<file path="config.mk">
export PLATFORM = sky130hd
export DESIGN_NAME = pfs_top
export DESIGN_NICKNAME = d
export VERILOG_FILES = /design/src/common/pfs_pkg.sv /design/src/verilog/pfs_pin_route.sv /design/src/verilog/pfs_top.sv
export SDC_FILE = /design/constraint.sdc
export NUM_CORES = 1
export LEC_CHECK = 0
export BUFFER_PORTS_ARGS = -buffer_cell sky130_fd_sc_hd__buf_4
export CAP_MARGIN = 20
export CORE_UTILIZATION = 43
export CTS_CLUSTER_DIAMETER = 200
export DETAILED_ROUTE_END_ITERATION = 12
export PLACE_DENSITY = 0.83
export SKIP_LAST_GASP = 1
export SLEW_MARGIN = 10
export SYNTH_ARGS = -nofsm -noshare
export SYNTH_HDL_FRONTEND = slang
export SYNTH_SLANG_ARGS = --single-unit
</file>
<file path="constraint.sdc">
create_clock -name I_CLK -period 2.2 [get_ports I_CLK]
set_clock_uncertainty 0.15 [all_clocks]
set_input_delay 0.11 -clock I_CLK [delete_from_list [all_inputs] [get_ports I_CLK]]
set_output_delay 0.11 -clock I_CLK [all_outputs]
set_load 0.005 [all_outputs]
</file>
<file path="src/common/pfs_pkg.sv">
// Constants, types and decode helpers of the port function select block
package pfs_pkg;

    // Register indices; the byte address on the bus is four times the index
    localparam logic [15:0] PFS_P4H_INDEX = 16'h52a9;
    localparam logic [15:0] PFS_P5L_INDEX = 16'h52aa;
    localparam logic [15:0] PFS_P5H_INDEX = 16'h52ab;
    localparam int PFS_ADDR_WIDTH = 18;

    // Field positions
    localparam int PFS_TCLK_LSB = 2;
    localparam int PFS_REMOTE_OUTPUT_LSB = 0;
    localparam int PFS_P53_LSB = 6;
    localparam int PFS_P52_LSB = 4;
    localparam int PFS_P51_LSB = 2;
    localparam int PFS_P50_LSB = 0;
    localparam int PFS_P55_LSB = 2;
    localparam int PFS_P54_LSB = 0;

    // Function codes and reset values
    localparam logic [1:0] PFS_SEL_PORT = 2'h0;
    localparam logic [1:0] PFS_SEL_ALT1 = 2'h1;
    localparam logic [1:0] PFS_SEL_ALT2 = 2'h2;
    localparam logic [1:0] PFS_FIELD_RESET = 2'h0;
    localparam logic [3:0] PFS_HALF_RESET = 4'h0;
    localparam logic [7:0] PFS_FULL_RESET = 8'h00;
    localparam logic [3:0] PFS_UNUSED_READ = 4'h0;
    localparam logic [31:0] PFS_RDATA_RESET = 32'h0000_0000;

    // Pin order on the pad vectors
    localparam int PFS_NUM_PINS = 8;
    localparam int PFS_PIN_REMOTE_OUTPUT = 0;
    localparam int PFS_PIN_TCLK = 1;
    localparam int PFS_PIN_P50 = 2;
    localparam int PFS_PIN_P51 = 3;
    localparam int PFS_PIN_P52 = 4;
    localparam int PFS_PIN_P53 = 5;
    localparam int PFS_PIN_P54 = 6;
    localparam int PFS_PIN_P55 = 7;

    // Level seen by a peripheral input whose pin is not routed to it
    localparam logic PFS_TWOWIRE_IDLE = 1'b1;
    localparam logic PFS_SERIAL_IDLE = 1'b0;

    typedef enum logic [0:0] {
        PFS_BUS_IDLE = 1'b0,
        PFS_BUS_DONE = 1'b1
    } pfs_bus_state_type;

    function automatic logic [PFS_ADDR_WIDTH-1:0] pfs_byte_addr(
        input logic [15:0] idx
    );
        return {idx, 2'b00};
    endfunction

    function automatic logic pfs_is_alt1(input logic [1:0] sel);
        return sel == PFS_SEL_ALT1;
    endfunction

    function automatic logic pfs_is_alt2(input logic [1:0] sel);
        return sel == PFS_SEL_ALT2;
    endfunction

endpackage

</file>
<file path="src/verilog/pfs_pin_route.sv">
// One pad: choose between general port and peripheral drive, register all
`timescale 1ns/1ps
module pfs_pin_route
    import pfs_pkg::*;
(
    input wire logic i_clk,
    input wire logic i_rst,
    input wire logic i_route_alt,
    input wire logic i_gpio_out,
    input wire logic i_gpio_oe,
    input wire logic i_alt_out,
    input wire logic i_alt_oe,
    input wire logic i_pad_in,
    output logic o_pad_out,
    output logic o_pad_oe,
    output logic o_gpio_in
);

    logic next_pad_out;
    logic next_pad_oe;

    always_comb begin
        if (i_route_alt) begin
            next_pad_out = i_alt_out;
            next_pad_oe = i_alt_oe;
        end else begin
            next_pad_out = i_gpio_out;
            next_pad_oe = i_gpio_oe;
        end
    end

    // Port input always reflects the pad, whatever owns the driver
    always_ff @(posedge i_clk or posedge i_rst) begin
        if (i_rst) begin
            o_pad_out <= 1'b0;
            o_pad_oe <= 1'b0;
            o_gpio_in <= 1'b0;
        end else begin
            o_pad_out <= next_pad_out;
            o_pad_oe <= next_pad_oe;
            o_gpio_in <= i_pad_in;
        end
    end

endmodule // pfs_pin_route

</file>
<file path="src/verilog/pfs_top.sv">
// Function select registers and pin routing for P44, P45 and P50 to P55
`timescale 1ns/1ps

module pfs_top
    import pfs_pkg::*;
#(
    parameter bit LARGE_PACKAGE = 1'b1
)
(
    input wire logic I_CLK,
    input wire logic I_RST,
    input wire logic [PFS_ADDR_WIDTH-1:0] I_AVS_ADDRESS,
    input wire logic I_AVS_READ,
    input wire logic I_AVS_WRITE,
    input wire logic [31:0] I_AVS_WRITEDATA,
    input wire logic [3:0] I_AVS_BYTEENABLE,
    output logic [31:0] O_AVS_READDATA,
    output logic O_AVS_WAITREQUEST,
    input wire logic [PFS_NUM_PINS-1:0] I_PAD_IN,
    output logic [PFS_NUM_PINS-1:0] O_PAD_OUT,
    output logic [PFS_NUM_PINS-1:0] O_PAD_OE,
    input wire logic [PFS_NUM_PINS-1:0] I_GPIO_OUT,
    input wire logic [PFS_NUM_PINS-1:0] I_GPIO_OE,
    output logic [PFS_NUM_PINS-1:0] O_GPIO_IN,
    input wire logic I_MASTER_TWOWIRE_DATA_OUT,
    input wire logic I_MASTER_TWOWIRE_DATA_OE,
    output logic O_MASTER_TWOWIRE_DATA_IN,
    input wire logic I_SLAVE_TWOWIRE_CLOCK_OUT,
    input wire logic I_SLAVE_TWOWIRE_CLOCK_OE,
    output logic O_SLAVE_TWOWIRE_CLOCK_IN,
    input wire logic I_REMOTE_OUTPUT,
    output logic O_TIMER_EXTERNAL_CLOCK_IN,
    output logic O_SERIAL_CH0_DATA_IN,
    input wire logic I_SERIAL_CH0_DATA_OUT,
    input wire logic I_SERIAL_CH0_CLOCK_OUT,
    input wire logic I_SERIAL_CH0_CLOCK_OE,
    output logic O_SERIAL_CH0_CLOCK_IN,
    output logic O_SERIAL_CH1_DATA_IN,
    input wire logic I_SERIAL_CH1_DATA_OUT,
    input wire logic I_SERIAL_CH1_CLOCK_OUT,
    input wire logic I_SERIAL_CH1_CLOCK_OE,
    output logic O_SERIAL_CH1_CLOCK_IN
);

    pfs_bus_state_type state;
    pfs_bus_state_type next_state;
    logic next_waitrequest;
    logic [31:0] next_readdata;
    logic write_commit;

    logic [3:0] port4_high_function_select;
    logic [7:0] port5_low_function_select;
    logic [3:0] port5_high_function_select;
    logic [3:0] next_port4_high;
    logic [7:0] next_port5_low;
    logic [3:0] next_port5_high;

    logic [1:0] timer_clock_pin_select;
    logic [1:0] remote_out_pin_select;
    logic [1:0] port5_pin0_select;
    logic [1:0] port5_pin1_select;
    logic [1:0] port5_pin2_select;
    logic [1:0] port5_pin3_select;
    logic [1:0] port5_pin4_select;
    logic [1:0] port5_pin5_select;

    logic [PFS_NUM_PINS-1:0] route_alt;
    logic [PFS_NUM_PINS-1:0] alt_out;
    logic [PFS_NUM_PINS-1:0] alt_oe;

    logic next_twm_data_in;
    logic next_tws_clock_in;
    logic next_timer_clock_in;
    logic next_ser0_data_in;
    logic next_ser0_clock_in;
    logic next_ser1_data_in;
    logic next_ser1_clock_in;

    // One-hot register hit: bit 0 port four, 1 port five low, 2 high
    function automatic logic [2:0] reg_hit(
        input logic [PFS_ADDR_WIDTH-1:0] addr
    );
        logic [2:0] hit;
        hit = 3'h0;
        if (addr == pfs_byte_addr(PFS_P4H_INDEX)) begin
            hit = 3'h1;
        end else if (addr == pfs_byte_addr(PFS_P5L_INDEX)) begin
            hit = LARGE_PACKAGE ? 3'h2 : 3'h0;
        end else if (addr == pfs_byte_addr(PFS_P5H_INDEX)) begin
            hit = LARGE_PACKAGE ? 3'h4 : 3'h0;
        end
        return hit;
    endfunction

    // Field extraction from the stored select bits
    assign timer_clock_pin_select =
        port4_high_function_select[PFS_TCLK_LSB +: 2];
    assign remote_out_pin_select =
        port4_high_function_select[PFS_REMOTE_OUTPUT_LSB +: 2];
    assign port5_pin3_select = port5_low_function_select[PFS_P53_LSB+:2];
    assign port5_pin2_select = port5_low_function_select[PFS_P52_LSB+:2];
    assign port5_pin1_select = port5_low_function_select[PFS_P51_LSB+:2];
    assign port5_pin0_select = port5_low_function_select[PFS_P50_LSB+:2];
    assign port5_pin5_select =
        port5_high_function_select[PFS_P55_LSB +: 2];
    assign port5_pin4_select =
        port5_high_function_select[PFS_P54_LSB +: 2];

    // Bus: answer one cycle after the request, commit at the release edge
    always_comb begin
        next_state = state;
        next_waitrequest = O_AVS_WAITREQUEST;
        next_readdata = O_AVS_READDATA;
        write_commit = 1'b0;
        case (state)
            PFS_BUS_IDLE: begin
                if (I_AVS_READ || I_AVS_WRITE) begin
                    next_state = PFS_BUS_DONE;
                    next_waitrequest = 1'b0;
                    next_readdata = PFS_RDATA_RESET;
                    if (I_AVS_READ) begin
                        if (reg_hit(I_AVS_ADDRESS) == 3'h1) begin
                            next_readdata[7:0] = {PFS_UNUSED_READ,
                                port4_high_function_select};
                        end else if (reg_hit(I_AVS_ADDRESS) == 3'h2) begin
                            next_readdata[7:0] = port5_low_function_select;
                        end else if (reg_hit(I_AVS_ADDRESS) == 3'h4) begin
                            next_readdata[7:0] = {PFS_UNUSED_READ,
                                port5_high_function_select};
                        end
                    end
                end
            end
            PFS_BUS_DONE: begin
                next_state = PFS_BUS_IDLE;
                next_waitrequest = 1'b1;
                write_commit = I_AVS_WRITE;
            end
            default: begin
                next_state = PFS_BUS_IDLE;
                next_waitrequest = 1'b1;
            end
        endcase
    end

    always_ff @(posedge I_CLK or posedge I_RST) begin
        if (I_RST) begin
            state <= PFS_BUS_IDLE;
            O_AVS_WAITREQUEST <= 1'b1;
            O_AVS_READDATA <= PFS_RDATA_RESET;
        end else begin
            state <= next_state;
            O_AVS_WAITREQUEST <= next_waitrequest;
            O_AVS_READDATA <= next_readdata;
        end
    end

    // Select registers; only the low byte lane carries them
    always_comb begin
        next_port4_high = port4_high_function_select;
        next_port5_low = port5_low_function_select;
        next_port5_high = port5_high_function_select;
        if (write_commit && I_AVS_BYTEENABLE[0]) begin
            if (reg_hit(I_AVS_ADDRESS) == 3'h1) begin
                next_port4_high = I_AVS_WRITEDATA[3:0];
            end else if (reg_hit(I_AVS_ADDRESS) == 3'h2) begin
                next_port5_low = I_AVS_WRITEDATA[7:0];
            end else if (reg_hit(I_AVS_ADDRESS) == 3'h4) begin
                next_port5_high = I_AVS_WRITEDATA[3:0];
            end
        end
    end

    always_ff @(posedge I_CLK or posedge I_RST) begin
        if (I_RST) begin
            port4_high_function_select <= PFS_HALF_RESET;
            port5_low_function_select <= PFS_FULL_RESET;
            port5_high_function_select <= PFS_HALF_RESET;
        end else begin
            port4_high_function_select <= next_port4_high;
            port5_low_function_select <= next_port5_low;
            port5_high_function_select <= next_port5_high;
        end
    end

    // Per-pin peripheral drive; reserved codes fall back to the port
    always_comb begin
        route_alt = '0;
        alt_out = '0;
        alt_oe = '0;
        if (pfs_is_alt2(remote_out_pin_select)) begin
            route_alt[PFS_PIN_REMOTE_OUTPUT] = 1'b1;
            alt_out[PFS_PIN_REMOTE_OUTPUT] = I_REMOTE_OUTPUT;
            alt_oe[PFS_PIN_REMOTE_OUTPUT] = 1'b1;
        end else if (pfs_is_alt1(remote_out_pin_select)) begin
            route_alt[PFS_PIN_REMOTE_OUTPUT] = 1'b1;
            alt_out[PFS_PIN_REMOTE_OUTPUT] = I_SLAVE_TWOWIRE_CLOCK_OUT;
            alt_oe[PFS_PIN_REMOTE_OUTPUT] = I_SLAVE_TWOWIRE_CLOCK_OE;
        end
        if (pfs_is_alt1(timer_clock_pin_select)) begin
            route_alt[PFS_PIN_TCLK] = 1'b1;
            alt_out[PFS_PIN_TCLK] = I_MASTER_TWOWIRE_DATA_OUT;
            alt_oe[PFS_PIN_TCLK] = I_MASTER_TWOWIRE_DATA_OE;
        end
        if (LARGE_PACKAGE) begin
            route_alt[PFS_PIN_P50] = pfs_is_alt1(port5_pin0_select);
            route_alt[PFS_PIN_P51] = pfs_is_alt1(port5_pin1_select);
            route_alt[PFS_PIN_P52] = pfs_is_alt1(port5_pin2_select);
            route_alt[PFS_PIN_P53] = pfs_is_alt1(port5_pin3_select);
            route_alt[PFS_PIN_P54] = pfs_is_alt1(port5_pin4_select);
            route_alt[PFS_PIN_P55] = pfs_is_alt1(port5_pin5_select);
        end
        // Data inputs leave the driver off
        alt_out[PFS_PIN_P51] = I_SERIAL_CH0_DATA_OUT;
        alt_oe[PFS_PIN_P51] = 1'b1;
        alt_out[PFS_PIN_P52] = I_SERIAL_CH0_CLOCK_OUT;
        alt_oe[PFS_PIN_P52] = I_SERIAL_CH0_CLOCK_OE;
        alt_out[PFS_PIN_P54] = I_SERIAL_CH1_DATA_OUT;
        alt_oe[PFS_PIN_P54] = 1'b1;
        alt_out[PFS_PIN_P55] = I_SERIAL_CH1_CLOCK_OUT;
        alt_oe[PFS_PIN_P55] = I_SERIAL_CH1_CLOCK_OE;
    end

    genvar pin;
    generate
        for (pin = 0; pin < PFS_NUM_PINS; pin++) begin : g_pin
            pfs_pin_route u_route (
                .i_clk(I_CLK),
                .i_rst(I_RST),
                .i_route_alt(route_alt[pin]),
                .i_gpio_out(I_GPIO_OUT[pin]),
                .i_gpio_oe(I_GPIO_OE[pin]),
                .i_alt_out(alt_out[pin]),
                .i_alt_oe(alt_oe[pin]),
                .i_pad_in(I_PAD_IN[pin]),
                .o_pad_out(O_PAD_OUT[pin]),
                .o_pad_oe(O_PAD_OE[pin]),
                .o_gpio_in(O_GPIO_IN[pin])
            );
        end
    endgenerate

    // Peripheral inputs see the pad only while their pin is routed to them; the timer clock only while its pin holds the port code
    always_comb begin
        next_twm_data_in = route_alt[PFS_PIN_TCLK] ?
            I_PAD_IN[PFS_PIN_TCLK] : PFS_TWOWIRE_IDLE;
        next_tws_clock_in = pfs_is_alt1(remote_out_pin_select) ?
            I_PAD_IN[PFS_PIN_REMOTE_OUTPUT] : PFS_TWOWIRE_IDLE;
        // Port code shares the pin with the timer; enables are software's
        next_timer_clock_in =
            (timer_clock_pin_select == PFS_SEL_PORT) ?
            I_PAD_IN[PFS_PIN_TCLK] : 1'b0;
        next_ser0_data_in = route_alt[PFS_PIN_P50] ?
            I_PAD_IN[PFS_PIN_P50] : PFS_SERIAL_IDLE;
        next_ser0_clock_in = route_alt[PFS_PIN_P52] ?
            I_PAD_IN[PFS_PIN_P52] : PFS_SERIAL_IDLE;
        next_ser1_data_in = route_alt[PFS_PIN_P53] ?
            I_PAD_IN[PFS_PIN_P53] : PFS_SERIAL_IDLE;
        next_ser1_clock_in = route_alt[PFS_PIN_P55] ?
            I_PAD_IN[PFS_PIN_P55] : PFS_SERIAL_IDLE;
    end

    always_ff @(posedge I_CLK or posedge I_RST) begin
        if (I_RST) begin
            O_MASTER_TWOWIRE_DATA_IN <= PFS_TWOWIRE_IDLE;
            O_SLAVE_TWOWIRE_CLOCK_IN <= PFS_TWOWIRE_IDLE;
            O_TIMER_EXTERNAL_CLOCK_IN <= 1'b0;
            O_SERIAL_CH0_DATA_IN <= PFS_SERIAL_IDLE;
            O_SERIAL_CH0_CLOCK_IN <= PFS_SERIAL_IDLE;
            O_SERIAL_CH1_DATA_IN <= PFS_SERIAL_IDLE;
            O_SERIAL_CH1_CLOCK_IN <= PFS_SERIAL_IDLE;
        end else begin
            O_MASTER_TWOWIRE_DATA_IN <= next_twm_data_in;
            O_SLAVE_TWOWIRE_CLOCK_IN <= next_tws_clock_in;
            O_TIMER_EXTERNAL_CLOCK_IN <= next_timer_clock_in;
            O_SERIAL_CH0_DATA_IN <= next_ser0_data_in;
            O_SERIAL_CH0_CLOCK_IN <= next_ser0_clock_in;
            O_SERIAL_CH1_DATA_IN <= next_ser1_data_in;
            O_SERIAL_CH1_CLOCK_IN <= next_ser1_clock_in;
        end
    end

endmodule // pfs_top

</file>
# After elaboration in Yosys (flattened, before gate mapping)
# Index checks and enable logic that the tools add are counted.
# totals
ff_bits	57
latchBits	0
mem_bits_rw	0
mem_bits_ro	0
inputBits	93
memories	0
# op_classes
add_sub_neg	0
n_mul	0
div	0
order_cmp	0
eq_ne	19
shifts	0
mux	62
bitwise	3
n_reduce_logical	7
# op_table
op	n
$mux 3	21
$eq 18x17->1 const B	3
$mux 1	35
$mux 8	3
$eq 2x1->1 const B	8
$eq 3x1->1 const B	2
$eq 3x2->1 const B	2
$eq 3x3->1 const B	2
$mux 4	1
$pmux 1 s2	2
$reduce_and 2->1	2
$reduce_and 4->1	1
$not 1->1	3
$reduce_and 3->1	1
$eq 2x2->1 const B	1
$logic_not 2->1	1
$ne 2x2->1 const B	1
$logic_and 1x1->1	1
$logic_or 1x1->1	1

# Depth between registers and ports, before layout
# Gate-level depths: netlist (run 1).
# logic_depth
ltp_word	23
depth_mapped	6

# By module
# Synthesis (run 1) repeated with hierarchy kept, for this count alone.
# hier_totals
cells_unflattened	194
hier_area_um2	2492.4
# modules_own_cells
module	instances	cells_per_inst	area_per_inst_um2	seq_area_each_um2
pfs_top	1	146	1681.6	829.5
pfs_pin_route	8	6	101.3	75.1

# Least setup slack after synthesis (run 1)
# Ideal clock, no wire load.
# synth_timing
kind	flip-flop to flip-flop
startpoint	register state
endpoint	register port5_low_function_select[0]
arrival_time_ns	1.472
path_slack_ns	0.453
stages_incl_launch_ff	5
path_buffers	0
synth_period_minus_slack_ns	1.747
cell_sequence	dfrtp_1 and3_1 nand4_1 nor3b_4 mux2_2
# synth_between
elab_chain_cells	3
# synth_rtl
item	line	rtl
start: declaration	pfs_top.sv:45	pfs_bus_state_type state;
start signal: assignment	pfs_top.sv:152	state <= next_state;
$mux 1	pfs_top.sv:115	case (state)
$logic_and 1x1->1	pfs_top.sv:163	if (write_commit && I_AVS_BYTEENABLE[0]) begin
$reduce_and 3->1 (no source line)	n/a	
end signal: assignment	pfs_top.sv:181	port5_low_function_select <= next_port5_low;
end: declaration	pfs_top.sv:52	logic [7:0] port5_low_function_select;
# No other way between the ends.
# A chain may end at the register's enable or synchronous reset.

# Final worst setup path (run 1)
# layout_timing
startpoint	register state
endpoint	register port5_low_function_select[1]
# Same word-level chain as after synthesis.

==> summary.md, run 1 <==
| Metric | Value |
|---|---|
| Status | `complete, no violations` |
| CP Max Fanout | `8` |
| Worst min path class | `input port to flip-flop` |
| # diodes | `0` |
| CTS tree | `done` |
| RSZ-0062 raised after global routing | `no` |
| Fin. max-slew vios | `0` |
| CP max-delay cell | `nor3b_4` |
| Post-synth top area share | `0.518` |
| Post-synth EDFFs | `0` |
| Layout area overhead | `48.5%` |
| End of the critical path | `port5_low_function_select[1]` |
| Synth top area cells | `dfrtp_1 (52%), buf_4 (14%), mux2_2 (11%)` |
| Synth Area in Compound Gates | `0.0490` |
| P_int | `1870 uW` |
| Largest family of logic cells by synthesized area | `buffers and inverters` |
| First-pass GRT wire length | `8930 um` |
| CTS Hold Bufs | `44` |
| Final WL | `between 5000 and 6000 um` |
| Synth Cell Area | `2610 um^2` |
| Critical path class | `flip-flop to flip-flop` |
| Worst Setup End Kind | `flip-flop` |
| Final core utilization | `0.682` |
| Buffers plus inverters on the worst setup path | `0` |
| Core area | `approximately 5700 um^2` |
| FF+latch count, synth | `57` |
| 1st-pass router iterations | `4` |
| GR Overflow Total | `0` |
| Post-Layout Cell Count | `around 420` |
| Reg2Reg Launch Point | `state` |
| Final Hold Violating Endpoints | `0` |
| Switching Power | `485 uW` |
| Share of layout cells above drive strength 1 | `0.460` |
| Reg2reg setup slack | `240 ps` |
| Die extent in x | `79.9 um` |
| WP data arrival | `2010 ps` |
| Post-Synth Simple-Gate Area | `0.128` |
| Die ar. | `6380 um^2` |
| Cell Pwr Density | `609 nW/um^2` |
| Layout Nets | `440` |
| Leading cell types in the layout, fill and taps excluded | `buf_4 (108), dfrtp_1 (54), dlygate4sd3_1 (44)` |
| CP cell instances | `and3_1 -> nand4_1 -> nor3b_4 -> mux2_2` |
| Post-CTS Repair Setup Buffers | `0` |
| Reg2reg path depth | `4` |
| ANT nets after route | `0` |
| DP Cell Count | `around 360` |
| Worst skew pair latency | `between 300 and 400 ps` |
| Largest net degree at the start of global routing | `24` |
| Total number of vias | `1,928` |
| Gate Count Post-Synth | `roughly 210` |
| Seq/Total Area, Yosys | `0.549` |
| Maximum VDD drop | `0.359 mV` |
| CP max stage delay | `500 ps` |
| Netlist cell types | `31` |
| Max clock buf depth | `2` |
| Switching Share | `0.206` |
| Initial core utilization | `0.459` |
| Initial antenna violation count | `0` |
| Clk pwr share | `0.420` |
| DR DRC count | `0` |
| Routed len/inst | `12.9 um` |
| GP Congestion | `0.713` |
| Reg-to-Reg End | `port5_low_function_select[1]` |
| Worst slew margin | `0.542` |
| Root Buffer | `clkbuf_8` |
| Sequential share of power | `0.462` |
| Port Buffers | `105` |
| Commonest register cell after synthesis | `dfrtp_1` |
| CP Depth | `4` |
| Commonest non-fill, non-tap cell in the layout | `buf_4` |
| Num rows | `27` |
| Comb power frac | `0.118` |
| Htree depth | `3` |
| Maxcap violations | `0` |
| Post-Syn Area per Cell | `12.5 um^2` |
| Post-synth ARST share | `1.00` |
| Die Span Y | `79.9 um` |
| Synth Area in XOR/XNOR | `0` |
| Iter 0 DRT Violations | `58` |
| CP required | `approximately 2300 ps` |
| P_leak | `0.00193 uW` |
| Worst Setup Start Kind | `flip-flop` |
| Delay-heaviest family, CP | `simple AND/OR/NAND/NOR gates` |
| Vias in the first global route | `2,016` |
| Global Route Usage Sum | `0.189` |
| Synth Warn # | `0` |
| Synth Area in Adders | `0.00960` |
| HPWL Detailed | `3860 um` |
| CTS Buf Count | `9` |
| Final period util | `0.890` |
| Final setup viols | `0` |
| Post-synthesis mux area share | `0.112` |
| Min Tclk post-route | `1960 ps` |
| Synth area leader | `dfrtp_1` |
| Setup crit start | `state` |
| Resized cells post-CTS | `0` |
| Reg clk slew, reported paths | `about 60 ps` |
| Setup TNS | `0 ps` |
| WHS | `54.8 ps` |
| Ports | `157` |
| Worst-Margin Slew | `685 ps` |
| Fmax | `511 MHz` |
| Total chip power | `~2400 uW` |
| Via-per-instance ratio | `between 4 and 5` |
| Sinks on Clock Net | `57` |
-- power groups by stage --
| stage | sequential (uW) | clock (uW) | combinational [uW] |
|---|---|---|---|
| 2_1_floorplan | 1110 | 0 | 128 |
| 3_3_place_gp | 1110 | 0 | 211 |
| 3_5_place_dp | 1110 | 0 | 216 |
| 4_1_cts | 1090 | 1010 | 278 |
| 5_1_grt | 1090 | 1080 | 306 |
| 6_report | 1090 | 991 | 277 |
-- worst min-delay path by stage --
stage,cells after the start,end,from
floorplan,0,g_pin[0].u_route.o_gpio_in,I_PAD_IN[0]
global placement,2,g_pin[3].u_route.o_gpio_in,I_RST
detailed placement,2,g_pin[3].u_route.o_gpio_in,I_RST
CTS,4,O_AVS_READDATA[0],I_AVS_ADDRESS[10]
global route,4,O_AVS_READDATA[1],I_AVS_ADDRESS[10]
finish,4,O_AVS_READDATA[0],I_AVS_ADDRESS[10]
-- kinds of logic after synthesis --
group                    Yosys count
flip-flops                        57
buffers and inverters             56
AND/OR/NAND/NOR                   48
multiplexers                      26
AO/OA/AOI/OAI                     19
adder cells (fa/ha/maj)            2
other                              1
-- stage by stage --
step | setup WS, ps | cell area (um^2)
6_report | 243 | 3870
5_1_grt | 134 | 3870
4_1_cts | 215 | 3870
3_5_place_dp | 158 | 3220
3_3_place_gp | 230 | 3220
2_1_floorplan | 453 | 2690
-- routing by layer --
metal	track usage	wire, um
met5	0	0
met4	0.0982	99
met2	0.329	2820
met3	0.0423	308
met1	0.215	2210
-- worst register-to-register path, cell delays in order, from the launching register on --
cell	delay (ps)
dfrtp_1	380
and3_1	170
nand4_1	250
nor3b_4	510
mux2_2	390
-- flip-flops by register name, summed over array words and instances, names as in the netlist --
name and count:
O_SERIAL_CH1_DATA_IN 1, O_AVS_WAITREQUEST 1, O_SERIAL_CH0_CLOCK_IN 1, g_pin.u_route.o_pad_oe 8
O_AVS_READDATA 8, O_SERIAL_CH1_CLOCK_IN 1, O_TIMER_EXTERNAL_CLOCK_IN 1, g_pin.u_route.o_pad_out 8
port4_high_function_select 4, O_MASTER_TWOWIRE_DATA_IN 1, port5_high_function_select 4, state 1
O_SERIAL_CH0_DATA_IN 1, g_pin.u_route.o_gpio_in 8, O_SLAVE_TWOWIRE_CLOCK_IN 1, port5_low_function_select 8
-- Yosys cell counts, types with 2 or more instances --
| cell | number |
|---|---|
| a21oi_1 | 2 |
| a22oi_1 | 4 |
| a32o_1 | 4 |
| and2_1 | 6 |
| buf_2 | 2 |
| buf_4 | 48 |
| dfrtp_1 | 54 |
| dfstp_2 | 3 |
| ha_1 | 2 |
| inv_1 | 6 |
| mux2_2 | 26 |
| nand2_1 | 10 |
| nand2b_1 | 4 |
| nand4_1 | 2 |
| nor2_1 | 5 |
| nor2b_1 | 5 |
| nor3b_1 | 2 |
| nor4bb_1 | 2 |
| o21ai_0 | 8 |
| or2_2 | 3 |
-- area by class of cell --
class	count	area, um^2
Inverter	6	22.5
Fill cell	436	1800
Clock inverter	2	35.0
Timing Repair Buffer	152	1250
Multi-Input combinational cell	119	870
Clock buffer	14	173
Tap cell	72	90.1
Sequential cell	57	1430
(Power assumes the default switching activity.)
==> run 2: changes to the inputs <==
Settings changed: ABC_AREA set to 1, CORE_UTILIZATION 43 to 44.
==> summary.md, run 2 <==
| Metric | Value |
|---|---|
| Global Route Usage Sum | `0.199 (was 0.189)` |
| Die ar. | `6670 um^2 (was 6380 um^2)` |
| Clk pwr share | `0.367 (was 0.420)` |
| Worst Setup Start Kind | `flip-flop (unchanged)` |
| Comb power frac | `0.136 (was 0.118)` |
| Reg clk slew, reported paths | `60 ps (about the same)` |
| Switching Power | `511 uW (was 485 uW)` |
| Vias in the first global route | `2,324 (was 2,016)` |
| CTS Hold Bufs | `44 (unchanged)` |
| GR Overflow Total | `0 (unchanged)` |
| Critical path class | `flip-flop to flip-flop (unchanged)` |
| CP Max Fanout | `4 (was 8)` |
| FF+latch count, synth | `57 (unchanged)` |
| Leading cell types in the layout, fill and taps excluded | `buf_4 (107), nand2_1 (81), dfrtp_1 (54) (was buf_4 (108), dfrtp_1 (54), dlygate4sd3_1 (44))` |
| Port Buffers | `105 (unchanged)` |
| Max clock buf depth | `2 (unchanged)` |
| Fmax | `566 MHz (was 511 MHz)` |
| Delay-heaviest family, CP | `buffers and inverters (was simple AND/OR/NAND/NOR gates)` |
| Post-synth top area share | `0.484 (was 0.518)` |
| Final setup viols | `0 (unchanged)` |
| Synth top area cells | `dfrtp_1 (48%), buf_4 (13%), nand2_1 (11%) (was dfrtp_1 (52%), buf_4 (14%), mux2_2 (11%))` |
| Ports | `157 (unchanged)` |
| First-pass GRT wire length | `9870 um (was 8930 um)` |
| Worst Setup End Kind | `flip-flop (unchanged)` |
| CTS Buf Count | `9 (unchanged)` |
| Sequential share of power | `0.497 (was 0.462)` |
| DP Cell Count | `466 (was 362)` |
| Setup TNS | `0 ps (unchanged)` |
| P_leak | `0.00215 uW (was 0.00193 uW)` |
| Fin. max-slew vios | `0 (unchanged)` |
| Status | `complete, no violations (unchanged)` |
| WP data arrival | `1830 ps (was 2010 ps)` |
| Post-Synth Simple-Gate Area | `0.251 (was 0.128)` |
| Post-Syn Area per Cell | `9.01 um^2 (was 12.5 um^2)` |
| Post-CTS Repair Setup Buffers | `0 (unchanged)` |
| Num rows | `28 (was 27)` |
| Most common cell in the synthesized netlist | `nand2_1 (was dfrtp_1)` |
| Maximum VDD drop | `0.343 mV (was 0.359 mV)` |
| # diodes | `0 (unchanged)` |
| Resized cells post-CTS | `0 (unchanged)` |
| Commonest non-fill, non-tap cell in the layout | `buf_4 (unchanged)` |
| Worst skew pair latency | `330 ps (was 320 ps)` |
| Synth Area in Compound Gates | `0.0278 (was 0.0490)` |
| Share of layout cells above drive strength 1 | `0.322 (was 0.460)` |
| Commonest cells in the netlist | `nand2_1 (81), dfrtp_1 (54), buf_4 (48) (was dfrtp_1 (54), buf_4 (48), mux2_2 (26))` |
| CTS tree | `done (unchanged)` |
| Final WL | `6100 um (was 5440 um)` |
| GP Congestion | `0.883 (was 0.713)` |
| Root Buffer | `clkbuf_8 (unchanged)` |
| Initial core utilization | `0.464 (was 0.459)` |
| Synth Warn # | `0 (unchanged)` |
| Commonest register cell after synthesis | `dfrtp_1 (unchanged)` |
| P_int | `1680 uW (was 1870 uW)` |
| Routed len/inst | `11.6 um (was 12.9 um)` |
| Worst-Margin Slew | `581 ps (was 685 ps)` |
| Post-synth ARST share | `1.00 (unchanged)` |
| Core area | `6030 um^2 (was 5680 um^2)` |
| Post-synthesis mux area share | `0.0242 (was 0.112)` |
| Die Span Y | `81.7 um (was 79.9 um)` |
| ANT nets after route | `0 (unchanged)` |
| Htree depth | `3 (unchanged)` |
| Cell Pwr Density | `547 nW/um^2 (was 609 nW/um^2)` |
| Synth area leader | `dfrtp_1 (unchanged)` |
| Sinks on Clock Net | `57 (unchanged)` |
| Final period util | `0.803 (was 0.890)` |
| CP max stage delay | `550 ps (was 500 ps)` |
| CP cell instances | `inv_1 -> ha_1 -> nand2_1 -> o21ai_0 -> dlygate4sd3_1 (was and3_1 -> nand4_1 -> nor3b_4 -> mux2_2)` |
| Largest family of logic cells by synthesized area | `simple AND/OR/NAND/NOR gates (was buffers and inverters)` |
| Post-synth EDFFs | `0 (unchanged)` |
| Worst min path class | `input port to flip-flop (unchanged)` |
| Gate Count Post-Synth | `310 (was 209)` |
| Synth Cell Area | `2790 um^2 (was 2610 um^2)` |
| Synth Area in Adders | `0.00896 (was 0.00960)` |
| Maxcap violations | `0 (unchanged)` |
| Netlist cell types | `28 (was 31)` |
| Largest net degree at the start of global routing | `23 (was 24)` |
| Initial antenna violation count | `0 (unchanged)` |
| Die extent in x | `81.7 um (was 79.9 um)` |
| CP required | `2260 ps (was 2250 ps)` |
| Total chip power | `2190 uW (was 2360 uW)` |
| Final Hold Violating Endpoints | `0 (unchanged)` |
| Switching Share | `0.233 (was 0.206)` |
| DR DRC count | `0 (unchanged)` |
| Layout area overhead | `43.4% (was 48.5%)` |
| Layout Nets | `541 (was 440)` |
| Total number of vias | `2,365 (was 1,928)` |
| Post-Layout Cell Count | `525 (was 422)` |
| Synth Area in XOR/XNOR | `0 (unchanged)` |
| Iter 0 DRT Violations | `87 (was 58)` |
| Buffers plus inverters on the worst setup path | `2 (was 0)` |
| HPWL Detailed | `4370 um (was 3860 um)` |
| 1st-pass router iterations | `5 (was 4)` |
| Min Tclk post-route | `1770 ps (was 1960 ps)` |
| Via-per-instance ratio | `4.50 (was 4.57)` |
| RSZ-0062 raised after global routing | `no (unchanged)` |
| Worst slew margin | `0.610 (was 0.542)` |
| Seq/Total Area, Yosys | `0.512 (was 0.549)` |
| CP max-delay cell | `dlygate4sd3_1 (was nor3b_4)` |
run 2: worst register-to-register path, stage by stage (launching register included):
cell	delay, ps
dfrtp_1	420
inv_1	60
ha_1	330
nand2_1	70
o21ai_0	70
dlygate4sd3_1	550
run 2: worst paths after layout:
| check | cells past startpoint | endpoint | start | slack [ps] |
|---|---|---|---|---|
| setup / recovery | 5 | g_pin[0].u_route.o_pad_oe | port4_high_function_select[0] | 430 |
| hold / removal | 5 | port5_high_function_select[3] | I_AVS_ADDRESS[16] | 60 |
| setup reg to reg | 5 | g_pin[0].u_route.o_pad_oe | port4_high_function_select[0] | 430 |
| hold reg to reg | 2 | O_AVS_READDATA[2] | O_AVS_READDATA[2] | 340 |
| max in group asynchronous | 4 | O_AVS_WAITREQUEST | I_RST | 1060 |
| min in group asynchronous | 3 | g_pin[6].u_route.o_gpio_in | I_RST | 180 |
run 2: logic make-up after synthesis:
| group | after synthesis |
|---|---|
| buf+inv | 80 |
| compound gates | 13 |
| other cells | 1 |
| simple gates | 151 |
| fa+ha+maj | 2 |
| flops | 57 |
| mux | 6 |
run 2: metrics by stage:
stage	hold slack, ps	util	setup slack [ps]	instance area (um^2)
4_1_cts	42.0	0.665	420	4010
2_1_floorplan	-8.57	-	545	2880
3_5_place_dp	-37.3	0.565	667	3410
6_report	55.8	0.665	434	4010
5_1_grt	68.8	0.665	278	4010
3_3_place_gp	-48.5	0.565	707	3410
run 2: power groups by stage:
stage                     Clock, uW  Combinational, uW  Sequential, uW
after global routing            882                331            1090
after floorplan                   0                142            1110
after detailed placement          0                236            1110
after global placement            0                230            1110
after CTS                       832                298            1090
final                           806                297            1090
run 2: layer usage:
metal	track usage	wire (um)	part of all wire	vias to the layer above
li1	-	-	-	1167
met1	0.225	2420	0.40	1081
met2	0.358	3090	0.51	111
met5	0	0	0	-
met3	0.0622	532	0.087	6
met4	0.0579	56	0.0092	0
run 2: cell type report:
type	instances	area, um^2
Clock inverter	4	20.0
Sequential cell	57	1430
Timing Repair Buffer	151	1240
Fill cell	493	2020
Inverter	31	116
Clock buffer	11	141
Multi-Input combinational cell	196	962
Tap cell	75	93.8
==> run 3: changes to the inputs <==
Clock period 2.2 ns to 1.7 ns, I/O delays scaled along.
==> summary.md, run 3 (synthesis gave the netlist of run 2 again) <==
| Metric | Value |
|---|---|
| GP Congestion | `0.888 (was 0.883)` |
| First-pass GRT wire length | `9950 um (was 9870 um)` |
| Root Buffer | `clkbuf_8 (unchanged)` |
| Ports | `157 (unchanged)` |
| Leading cell types in the layout, fill and taps excluded | `buf_4 (113), nand2_1 (80), dfrtp_1 (54) (was buf_4 (107), nand2_1 (81), dfrtp_1 (54))` |
| Reg clk slew, reported paths | `60 ps (about the same)` |
| Worst Hold End | `port5_high_function_select[2] (was port5_high_function_select[3])` |
| CTS tree | `done (unchanged)` |
| 1st-pass router iterations | `4 (was 5)` |
| Max clock buf depth | `2 (unchanged)` |
| CP max-delay cell | `dlygate4sd3_1 (unchanged)` |
| CP Max Fanout | `3 (was 4)` |
| Buffers plus inverters on the worst setup path | `1 (was 2)` |
| Worst-Margin Slew | `590 ps (was 581 ps)` |
| Highest Signal Layer | `met4 (unchanged)` |
| Die extent in x | `81.7 um (unchanged)` |
| Min-delay src | `I_AVS_ADDRESS[2] (was I_AVS_ADDRESS[16])` |
| Worst Setup End Kind | `flip-flop (unchanged)` |
| Cell Pwr Density | `781 nW/um^2 (was 547 nW/um^2)` |
| Final core utilization | `0.690 (was 0.665)` |
| Htree depth | `3 (unchanged)` |
| WP data arrival | `1710 ps (was 1830 ps)` |
| Delay-heaviest family, CP | `buffers and inverters (unchanged)` |
| Status | `complete, no violations (unchanged)` |
| ANT nets after route | `0 (unchanged)` |
| Iter 0 DRT Violations | `93 (was 87)` |
| Worst skew pair latency | `330 ps (about the same)` |
| Share of layout cells above drive strength 1 | `0.340 (was 0.322)` |
| Worst Setup Start Kind | `flip-flop (unchanged)` |
| P_leak | `0.00222 uW (was 0.00215 uW)` |
| Core area | `6030 um^2 (unchanged)` |
| CP cell instances | `nand2_1 -> mux2_2 -> dlygate4sd3_1 (was inv_1 -> ha_1 -> nand2_1 -> o21ai_0 -> dlygate4sd3_1)` |
| Met2 WL post-DR | `3070 um (was 3090 um)` |
| DP Cell Count | `466 (unchanged)` |
| Worst slew margin | `0.604 (was 0.610)` |
| Reg2reg setup slack | `50 ps (was 430 ps)` |
| Reg2Reg Launch Point | `port5_low_function_select[2] (was port4_high_function_select[0])` |
| Commonest non-fill, non-tap cell in the layout | `buf_4 (unchanged)` |
| Min Tclk post-route | `1650 ps (was 1770 ps)` |
| Initial antenna violation count | `0 (unchanged)` |
| GR Overflow Total | `0 (unchanged)` |
| Largest net degree at the start of global routing | `42 (was 23)` |
| Final period util | `0.968 (was 0.803)` |
| Layout fillers | `467 (was 493)` |
| Fmax | `608 MHz (was 566 MHz)` |
| Global Route Usage Sum | `0.203 (was 0.199)` |
| Met1 WL | `2660 um (was 2420 um)` |
| Met3 WL post-DR | `461 um (was 532 um)` |
| Fin. max-slew vios | `0 (unchanged)` |
| Final Hold Violating Endpoints | `0 (unchanged)` |
| Worst min path class | `input port to flip-flop (unchanged)` |
| Layout Nets | `549 (was 541)` |
| CP max stage delay | `550 ps (about the same)` |
| Die Span Y | `81.7 um (unchanged)` |
| Via-per-instance ratio | `4.53 (was 4.50)` |
| Port Buffers | `105 (unchanged)` |
| Dpl cell area | `3420 um^2 (was 3410 um^2)` |
| Reg-to-Reg End | `g_pin[3].u_route.o_pad_out (was g_pin[0].u_route.o_pad_oe)` |
| Reg2reg path depth | `3 (was 5)` |
| # diodes | `0 (unchanged)` |
| Final WL | `6300 um (was 6100 um)` |
| Post-Layout Cell Count | `534 (was 525)` |
| Vias in the first global route | `2,246 (was 2,324)` |
| Layout area overhead | `48.7% (was 43.4%)` |
| Sinks on Clock Net | `57 (unchanged)` |
| Total number of vias | `2,418 (was 2,365)` |
| DR DRC count | `0 (unchanged)` |
| Num rows | `28 (unchanged)` |
| CTS Buf Count | `9 (unchanged)` |
| Final setup viols | `0 (unchanged)` |
| HPWL Detailed | `4120 um (was 4370 um)` |
| Die ar. | `6670 um^2 (unchanged)` |
| Initial core utilization | `0.464 (unchanged)` |
| Routed len/inst | `11.8 um (was 11.6 um)` |
| Maxcap violations | `0 (unchanged)` |
| CP required | `1760 ps (was 2260 ps)` |
| Hold path depth | `4 (was 5)` |
| Critical path class | `flip-flop to flip-flop (unchanged)` |
| Maximum VDD drop | `0.750 mV (was 0.343 mV)` |
| Design area | `4160 um^2 (was 4010 um^2)` |
==> run 3: cell type report <==
type | instances | area [um^2] | area share
well taps | 75 | 93.8 | 0.0226
inverters | 31 | 116 | 0.0280
repair buffers | 159 | 1320 | 0.317
clock buffers | 11 | 151 | 0.0364
clock inverters | 5 | 77.6 | 0.0187
multi-input cells | 196 | 967 | 0.233
flip-flops and latches | 57 | 1430 | 0.344
==> run 3: worst max-delay path by stage <==
stage / start / to / slack, ps / cells past startpoint
CTS: I_AVS_ADDRESS[17] / port5_low_function_select[2] / 20 / 10
detailed placement: I_AVS_ADDRESS[1] / port5_low_function_select[2] / 220 / 9
floorplan: I_RST / O_AVS_READDATA[0] / 70 / 1
global route: I_AVS_ADDRESS[17] / port5_low_function_select[2] / -10 / 10
global placement: I_AVS_ADDRESS[13] / port5_low_function_select[4] / 250 / 9
finish: port5_low_function_select[2] / g_pin[3].u_route.o_pad_out / 50 / 3
==> run 3: tightest hold or removal path, stage by stage <==
cell and delay (ps):
buf_4 120, nand4_1 150, nand2_1 60, nand2_1 50
==> run 3: power by group <==
group	leakage, uW	internal (uW)	switching (uW)
Combinational	0.00138	239	160
Clock	0.000115	900	536
Sequential	0.000726	1400	12.3
==> run 3: routing by layer <==
metal | GRT usage | vias to the layer above
met4 | 0.0737 | 0
met2 | 0.348 | 103
li1 | - | 1187
met3 | 0.0578 | 11
met5 | 0 | -
met1 | 0.242 | 1117
==> run 3: metrics by stage <==
stage	TNS (ps)	power [uW]	hold WS [ps]	worst slack, ps
after floorplan	0	1620	-33.6	70.3
after detailed placement	0	1740	-53.7	222
after global routing	-40.1	3380	16.4	-12.2
after CTS	0	3260	6.50	23.7
final	0	3240	20.6	54.7
after global placement	0	1730	-61.5	253
==> run 3: what timing repair did <==
item	4_1_cts	5_1_grt
setup endpoints to repair	0	19
buffers inserted	0	7
hold endpoints to repair	104	0
hold buffers	45	0
resized for setup	0	2
